## config.mk

```make
export PLATFORM = sky130hd
export DESIGN_NAME = sibw_target
export DESIGN_NICKNAME = d
export VERILOG_FILES = /design/src/hdl/sibw_pkg.sv /design/src/hdl/sibw_bus_if.sv /design/src/hdl/sibw_line_cond.sv /design/src/hdl/sibw_target.sv
export VERILOG_INCLUDE_DIRS = /design/src /design/src/hdl
export SDC_FILE = /design/constraint.sdc
export NUM_CORES = 1
export LEC_CHECK = 0
export CORE_ASPECT_RATIO = 1.4
export CORE_UTILIZATION = 55
export DETAILED_ROUTE_END_ITERATION = 6
export DONT_BUFFER_PORTS = 1
export PLACE_DENSITY = 0.8
export SYNTH_ARGS = -nofsm -noshare
export SYNTH_HDL_FRONTEND = slang
export SYNTH_HIERARCHICAL = 1
export SYNTH_SLANG_ARGS = --single-unit
```

## constraint.sdc

```tcl
create_clock -name i_sys_clk -period 2.3 [get_ports i_sys_clk]
set_input_delay 0.115 -clock i_sys_clk [delete_from_list [all_inputs] [get_ports i_sys_clk]]
set_output_delay 0.115 -clock i_sys_clk [all_outputs]
set_load 0.005 [all_outputs]
```

## src/hdl/sibw_consts.svh

```systemverilog
// constants for the smbus index block write target
// Overview of operation
// - start then our address with write bit; device acknowledges a matching address.
// - first byte after address is the starting index; acknowledged, used as first location.
// - second byte is the data byte count; device acknowledges it.
// - count data bytes follow, stored at index through index plus count minus one; indices past the last register are dropped.
// - device acknowledges every data byte, one acknowledge per byte.
// - target address is chosen by the level latched on the address strap pin.
`ifndef SIBW_CONSTS_SVH
`define SIBW_CONSTS_SVH
`define SIBW_ADDR_STRAP0 7'h6B
`define SIBW_ADDR_STRAP_MID 7'h6C
`define SIBW_ADDR_STRAP1 7'h6D
`define SIBW_NUM_REGS 16
`define SIBW_REG_RESET 8'h00
`endif

```

## src/hdl/sibw_pkg.sv

```systemverilog
// types for the smbus index block write target
package sibw_pkg;
  typedef enum logic [5:0] {
    SIBW_IDLE = 6'b000001,
    SIBW_ADDR = 6'b000010,
    SIBW_INDEX = 6'b000100,
    SIBW_COUNT = 6'b001000,
    SIBW_DATA = 6'b010000,
    SIBW_IGNORE = 6'b100000
  } sibw_state_t;
endpackage : sibw_pkg

```

## src/hdl/sibw_bus_if.sv

```systemverilog
// interface carrying conditioned smbus line events
`timescale 1ns/1ps
interface sibw_bus_if;
  logic scl_rise;
  logic scl_fall;
  logic sda;
  logic start;
  logic stop;
  modport src (output scl_rise, output scl_fall, output sda, output start, output stop);
  modport dst (input scl_rise, input scl_fall, input sda, input start, input stop);
endinterface : sibw_bus_if

```

## src/hdl/sibw_line_cond.sv

```systemverilog
// synchroniser and edge finder for scl and sda
`timescale 1ns/1ps
module sibw_line_cond (
  input wire logic i_sys_clk,
  input wire logic i_reset,
  input wire logic i_scl,
  input wire logic i_sda,
  sibw_bus_if.src bus
);
  logic [1:0] scl_sync;
  logic [1:0] sda_sync;
  logic scl_d;
  logic sda_d;
  logic [1:0] next_scl_sync;
  logic [1:0] next_sda_sync;
  always_comb begin
    next_scl_sync = {scl_sync[0], i_scl};
    next_sda_sync = {sda_sync[0], i_sda};
  end
  always_ff @(posedge i_sys_clk) begin
    if (i_reset) begin
      scl_sync <= 2'h3;
      sda_sync <= 2'h3;
      scl_d <= 1'b1;
      sda_d <= 1'b1;
    end else begin
      scl_sync <= next_scl_sync;
      sda_sync <= next_sda_sync;
      scl_d <= scl_sync[1];
      sda_d <= sda_sync[1];
    end
  end
  // only the second stage and its delayed copy feed any logic
  assign bus.scl_rise = scl_sync[1] & ~scl_d;
  assign bus.scl_fall = ~scl_sync[1] & scl_d;
  assign bus.sda = sda_sync[1];
  assign bus.start = scl_sync[1] & scl_d & sda_d & ~sda_sync[1];
  assign bus.stop = scl_sync[1] & scl_d & ~sda_d & sda_sync[1];
endmodule : sibw_line_cond

```

## src/hdl/sibw_target.sv

```systemverilog
// smbus index block write target with configuration byte store
`timescale 1ns/1ps
`include "sibw_consts.svh"
module sibw_target #(
  parameter int NUM_REGS = `SIBW_NUM_REGS
) (
  input wire logic i_sys_clk,
  input wire logic i_reset,
  input wire logic i_scl,
  input wire logic i_sda,
  input wire logic [1:0] i_address_strap_pin,
  output logic o_sda_out,
  output logic o_sda_oe,
  output logic [NUM_REGS*8-1:0] o_regs,
  output logic o_busy
);
  // both lines pass two flops before any edge or condition is decoded
  sibw_bus_if bus ();
  sibw_line_cond u_cond (
    .i_sys_clk(i_sys_clk),
    .i_reset(i_reset),
    .i_scl(i_scl),
    .i_sda(i_sda),
    .bus(bus)
  );

  // strap pin encoding: 2'b00 low, 2'b01 and 2'b10 mid, 2'b11 high
  logic [1:0] strap_s1;
  logic [1:0] strap_s2;
  logic strap_taken;
  logic [6:0] own_addr;
  logic [6:0] next_own_addr;
  logic next_strap_taken;

  sibw_pkg::sibw_state_t state;
  sibw_pkg::sibw_state_t next_state;
  logic [2:0] bit_cnt;
  logic [2:0] next_bit_cnt;
  logic [7:0] shreg;
  logic [7:0] next_shreg;
  logic ack_phase;
  logic next_ack_phase;
  logic ack_drive;
  logic next_ack_drive;
  logic ack_wait;
  logic next_ack_wait;
  logic [7:0] ptr;
  logic [7:0] next_ptr;
  logic [7:0] remain;
  logic [7:0] next_remain;
  logic [7:0] regs [NUM_REGS];
  logic wr_en;
  logic [7:0] wr_idx;
  logic [7:0] wr_data;
  logic [7:0] rx_byte;

  function automatic logic [6:0] strap_to_addr(input logic [1:0] lvl);
    case (lvl)
      2'b00: strap_to_addr = `SIBW_ADDR_STRAP0;
      2'b11: strap_to_addr = `SIBW_ADDR_STRAP1;
      default: strap_to_addr = `SIBW_ADDR_STRAP_MID;
    endcase
  endfunction : strap_to_addr

  // a frame counts as ours from start until a stop or an address miss
  function automatic logic in_frame(input sibw_pkg::sibw_state_t st);
    in_frame = (st != sibw_pkg::SIBW_IDLE) && (st != sibw_pkg::SIBW_IGNORE);
  endfunction : in_frame

  // strap caught once after reset release, never under reset
  always_comb begin
    next_strap_taken = 1'b1;
    next_own_addr = strap_taken ? own_addr : strap_to_addr(strap_s2);
  end
  always_ff @(posedge i_sys_clk) begin
    strap_s1 <= i_address_strap_pin;
    strap_s2 <= strap_s1;
    if (i_reset) begin
      strap_taken <= 1'b0;
      own_addr <= `SIBW_ADDR_STRAP0;
    end else begin
      strap_taken <= next_strap_taken;
      own_addr <= next_own_addr;
    end
  end

  assign rx_byte = {shreg[6:0], bus.sda};

  always_comb begin
    next_state = state;
    next_bit_cnt = bit_cnt;
    next_shreg = shreg;
    next_ack_phase = ack_phase;
    next_ack_drive = ack_drive;
    next_ack_wait = ack_wait;
    next_ptr = ptr;
    next_remain = remain;
    wr_en = 1'b0;
    wr_idx = ptr;
    wr_data = rx_byte;
    if (bus.start) begin
      next_state = sibw_pkg::SIBW_ADDR;
      next_bit_cnt = 3'h0;
      next_ack_phase = 1'b0;
      next_ack_drive = 1'b0;
      next_ack_wait = 1'b0;
    end else if (bus.stop) begin
      next_state = sibw_pkg::SIBW_IDLE;
      next_ack_phase = 1'b0;
      next_ack_drive = 1'b0;
      next_ack_wait = 1'b0;
    end else if (bus.scl_fall && ack_wait) begin
      // sda may only move while scl is low, else the pull would look like a start
      next_ack_wait = 1'b0;
      next_ack_phase = 1'b1;
    end else if (bus.scl_fall && ack_phase) begin
      // ack is released on the falling edge that ends the ninth clock
      next_ack_drive = 1'b0;
      next_ack_phase = 1'b0;
      next_bit_cnt = 3'h0;
    end else if (bus.scl_rise && !ack_phase && !ack_wait && in_frame(state)) begin
      next_shreg = rx_byte;
      next_bit_cnt = bit_cnt + 3'h1;
      if (bit_cnt == 3'h7) begin
        next_ack_wait = 1'b1;
        case (state)
          sibw_pkg::SIBW_ADDR: begin
            // reads are not served by this block, so only the write bit matches
            if (rx_byte[7:1] == own_addr && !rx_byte[0]) begin
              next_ack_drive = 1'b1;
              next_state = sibw_pkg::SIBW_INDEX;
            end else begin
              // a miss stays silent until the next start
              next_state = sibw_pkg::SIBW_IGNORE;
            end
          end
          sibw_pkg::SIBW_INDEX: begin
            next_ptr = rx_byte;
            next_ack_drive = 1'b1;
            next_state = sibw_pkg::SIBW_COUNT;
          end
          sibw_pkg::SIBW_COUNT: begin
            next_remain = rx_byte;
            next_ack_drive = 1'b1;
            next_state = sibw_pkg::SIBW_DATA;
          end
          sibw_pkg::SIBW_DATA: begin
            next_ack_drive = 1'b1;
            // bytes beyond the count are still acked but not stored
            if (remain != 8'h00) begin
              wr_en = (ptr < 8'(NUM_REGS));
              next_ptr = ptr + 8'h01;
              next_remain = remain - 8'h01;
            end
          end
          default: begin
            next_ack_drive = 1'b0;
          end
        endcase
      end
    end
  end

  // ack pulls sda low only once scl has fallen after the eighth bit
  logic next_sda_oe;
  logic next_sda_out;
  logic next_busy;
  always_comb begin
    // taken from the next values so the pull starts and ends with the ninth clock
    next_sda_oe = next_ack_phase & next_ack_drive;
    // open drain: the pin is only ever pulled low, never driven high
    next_sda_out = 1'b0;
    next_busy = in_frame(state);
  end

  // no clock stretching: each scl level must last at least five system clocks
  always_ff @(posedge i_sys_clk) begin
    if (i_reset) begin
      state <= sibw_pkg::SIBW_IDLE;
      bit_cnt <= 3'h0;
      shreg <= 8'h00;
      ack_phase <= 1'b0;
      ack_drive <= 1'b0;
      ack_wait <= 1'b0;
      ptr <= 8'h00;
      remain <= 8'h00;
      o_sda_oe <= 1'b0;
      o_sda_out <= 1'b0;
      o_busy <= 1'b0;
    end else begin
      state <= next_state;
      bit_cnt <= next_bit_cnt;
      shreg <= next_shreg;
      ack_phase <= next_ack_phase;
      ack_drive <= next_ack_drive;
      ack_wait <= next_ack_wait;
      ptr <= next_ptr;
      remain <= next_remain;
      o_sda_oe <= next_sda_oe;
      o_sda_out <= next_sda_out;
      o_busy <= next_busy;
    end
  end

  // store written at consecutive indices; out-of-range indices are dropped
  always_ff @(posedge i_sys_clk) begin
    for (int i = 0; i < NUM_REGS; i++) begin
      if (i_reset) begin
        regs[i] <= `SIBW_REG_RESET;
      end else if (wr_en && wr_idx == 8'(i)) begin
        regs[i] <= wr_data;
      end
    end
  end

  always_ff @(posedge i_sys_clk) begin
    for (int i = 0; i < NUM_REGS; i++) begin
      if (i_reset) begin
        o_regs[i*8 +: 8] <= `SIBW_REG_RESET;
      end else begin
        o_regs[i*8 +: 8] <= regs[i];
      end
    end
  end
endmodule : sibw_target

```

==> impl_metrics.py <==
metrics = {
    "outcome": {
        "status": "finished with violations",
        "failed_checks": "setup timing",
    },
    "clock_tree": {
        "cts_max_level": 1,
        "root_buffer": "clkbuf_16",
        "cts_buffers": 27,
        "clock_latency_ns": 0.54,
        "clock-sinks": 307,
        "tritoncts": "built",
        "clockBufferDepth": 3,
        "clkTransAtPathRegs_ns": 0.07,
    },
    "grt": {
        "met1_usage_pct": 28.0,
        "grt.met2_usage_pct": 46.1,
        "grt_pass1_wl_um": 38800,
        "top_usage_layer": "met2",
        "use_met3_pct": 3.93,
        "grt.overflow.total": 0,
        "grt_usage_pct": 24.8,
        "antenna_found_initial": 0,
        "grt_max_degree": 103,
        "grt_pass1_vias": 7109,
    },
    "synthesis": {
        "ys_ff_latch": 307,
        "syn-num-nets": 925,
        "yosysWarnings": 6,
        "yosys.area.top_type": "edfxtp_1",
        "synth_area_mm2": 0.0108,
        "synthCells": 909,
        "avgSynthCellArea_um2": 11.9,
        "ys.flop_type": "dfxtp_1",
        "ys_top_cells_by_area": "edfxtp_1, dfxtp_1, nor2b_1",
        "async_reset_ff_share_pct": 0,
        "synth_top_area_share_pct": 35.5,
        "synth-seq-area-share_pct": 68.6,
        "ys_types": 61,
        "synth_edf_count": 128,
    },
    "timing": {
        "slew_headroom_pct": 60.3,
        "final.period_utilization_pct": 110,
        "final.setup.worst_slack_ns": -0.231,
        "rsz0062_at_grt": "yes",
        "worst_pin_slew_ns": 0.594,
        "fin_skew_ns": 0.0228,
        "drv_slew": 0,
        "finalHoldViolations": 0,
        "hold_ws_ns": 0.0470,
        "fin_crit_ns": 2.53,
        "fmax_mhz": 395,
        "finalSetupViolations": 255,
    },
    "cells_and_area": {
        "seqCellArea_mm2": 0.00743,
        "multi_input_area_mm2": 0.00364,
        "syn2layout_area_growth_pct": 28.9,
        "num_antenna_cells": 0,
        "final_util_pct": 72.7,
        "nNetsFinal": 1047,
        "drive_gt1_share_pct": 20.2,
        "stdcell_count": 1299,
        "fill_cells": 1121,
        "finalInstanceArea_mm2": 0.0140,
    },
    "detailed_routing": {
        "dr_total_vias": 7541,
        "vias_per_cell": 5.81,
        "drt_wl_total_um": 29000,
        "wl_per_cell_um": 22.3,
        "antenna_left": 0,
        "drt_first_iter_violations": 1087,
        "drc": 0,
        "first_pass_iters": 6,
    },
    "die": {
        "dieArea_mm2": 0.0203,
        "start_util_pct": 56.3,
        "die_x_um": 121,
        "rows": 60,
        "core_mm2": 0.0192,
        "die_h_um": 168,
        "io_pins": 137,
    },
    "placed_design": {
        "place_area_mm2": 0.0114,
        "gp_congestion": 0.835,
        "portBuffers": 0,
        "hpwl_um": 14900,
        "dp_cells": 1149,
    },
    "setup_path": {
        "cpMostUsedCell": "ha_4",
        "critPathRequiredTime_ns": 2.55,
        "cp-end-kind": "register",
        "critPathBufInv": 1,
        "crit_type": "reg -> reg",
        "cp.arrival_ns": 2.78,
        "slowest_delay_ns": 0.63,
        "start_kind": "register",
        "cp_cell_sequence": "ha_4 > ha_4 > and4bb_1 > o211ai_1 > or4_4 > nor2b_1 > a21o_1 > buf_12",
        "path_max_fanout": 8,
        "cpMaxStageDelayCell": "or4_4",
        "critical-path-top-delay-family": "simple AND/OR/NAND/NOR gates",
    },
    "pwr": {
        "p_per_area_mw_per_mm2": 778,
        "static-leakage-power_nw": 5.16,
        "ir_drop_uv": 594,
        "total_power_mw": 10.9,
    },
    "job": {
        "maxCapViolCount": 0,
    },
    "hold_path": {
        "holdCritPathClass": "in -> reg",
    },
}
-- power by group --
part           internal, mW  switching [mW]  leakage (nW)
registers              5.87           0.105          2.75
logic                 0.191           0.171          1.97
clock network          2.50            2.02         0.443
total                  8.56            2.30          5.16
-- cells by family (layout without fill, tap and decap cells) --
kind of cell / after synthesis / after routing / synth area share, %
xor gates and xnor gates: 8 / 8 / 0.647
and+or+nand+nor: 404 / 404 / 19.6
DFF: 307 / 307 / 68.6
adders and majority gates: 10 / 10 / 1.16
muxes: 11 / 11 / 1.03
buffers and inverters: 76 / 218 / 2.80
AOI/OAI and AO/OA: 92 / 92 / 6.18
other: 1 / 1 / 0.0346
-- layout by cell type (no fill, tap or decap), types with 4 or more instances in the layout --
| cell type | netlist | routed |
|---|---|---|
| dfxtp_1 | 179 | 175 |
| nor2b_1 | 135 | 133 |
| edfxtp_1 | 128 | 128 |
| nor2_1 | 144 | 86 |
| dlygate4sd3_1 | 0 | 80 |
| nand2_1 | 49 | 49 |
| nor2_4 | 0 | 49 |
| buf_4 | 1 | 49 |
| clkbuf_16 | 0 | 35 |
| a21oi_1 | 18 | 18 |
| inv_1 | 12 | 13 |
| nor3_1 | 13 | 13 |
| and2_1 | 10 | 10 |
| mux2i_1 | 10 | 10 |
| o31ai_1 | 10 | 10 |
| buf_6 | 0 | 10 |
| nor2_2 | 0 | 9 |
| nand3_1 | 12 | 9 |
| buf_12 | 0 | 9 |
| a21o_1 | 16 | 8 |
| or2_1 | 8 | 8 |
| o311ai_0 | 8 | 8 |
| ha_1 | 10 | 8 |
| a21o_4 | 0 | 7 |
| o21ai_0 | 7 | 7 |
| xnor2_1 | 5 | 5 |
| clkbuf_1 | 47 | 5 |
| nor4_1 | 4 | 4 |
| and3_1 | 4 | 4 |
| o211ai_1 | 4 | 4 |
| dfxtp_2 | 0 | 4 |
-- sequential cells by signal (all words and copies together) (netlist names), 3 cells and up --
register / cells
o_regs: 128
state: 6
remain: 8
bit_cnt: 3
regs: 128
ptr: 8
own_addr: 3
shreg: 7
-- repair_timing --
item,4_1_cts,5_1_grt
pin swaps,6,49
gates resized for setup,22,133
hold endpoints to repair,296,0
cloned,0,7
setup buffers,8,5
setup endpoints to repair,200,256
hold buffers,81,0
-- worst register-to-register path: stages, from the launching register on --
cell      delay (ns)
dfxtp_2         0.35
ha_4            0.14
ha_4            0.11
and4bb_1        0.23
o211ai_1        0.14
or4_4           0.63
nor2b_1         0.29
a21o_1          0.21
buf_12          0.14
-- cell usage after synthesis, drive strengths merged, types with 2 or more instances --
master / count
xor2: 3
o211ai: 4
a31oi: 2
dfxtp: 179
nor2b: 135
nand2: 49
a21boi: 2
and4b: 2
o21ai: 9
buf: 17
and2: 10
a2bb2oi: 3
edfxtp: 128
or4: 5
o32ai: 2
a22o: 3
a211oi: 3
clkbuf: 47
or3: 2
nor3b: 5
and3: 4
ha: 10
nor3: 15
o31ai: 10
inv: 12
a31o: 2
xnor2: 5
or2: 8
nor2: 144
nand3: 12
o311ai: 8
nor4: 7
a21oi: 18
a21o: 16
mux2i: 10
o21a: 2
-- metrics by stage --
step	setup TNS (ns)	worst slack [ns]
detailed placement	-19.42	-0.242
global route	-56.80	-0.335
global placement	-11.97	-0.187
finish	-29.71	-0.231
floorplan	-2.12	-0.0452
CTS	-21.89	-0.165
-- routing by layer --
metal	part of all wire, %	wire length, um	up-vias
li1	-	-	3311
met4	4.9	1420	0
met1	35	10200	3656
met5	0	0	-
met2	53	15400	454
met3	6.8	1970	120
-- path summary, 6_finish.rpt --
path | start | slack, ns | depth (start not counted) | to
worst min register to register | strap_s1[0]$_DFF_P_ | 0.33 | 0 | strap_s2[0]$_DFF_P_
worst max register to register | bit_cnt[1]$_SDFFE_PP0P_ | -0.23 | 8 | regs[1][48]$_SDFFCE_PN0P_
worst max-delay path | bit_cnt[1]$_SDFFE_PP0P_ | -0.23 | 8 | regs[1][48]$_SDFFCE_PN0P_
worst min-delay path | i_reset | 0.05 | 2 | shreg[5]$_SDFFE_PP0P_
-- area by class of cell --
cell class / instances / share of cell area, %
clock buffers: 40 / 5.90
clock inverters: 9 / 0.457
multi-input cells: 526 / 26.1
inverters: 12 / 0.323
well taps: 248 / 2.22
repair buffers: 157 / 11.8
flip-flops and latches: 307 / 53.2
Power figures use the tool's default switching activity.
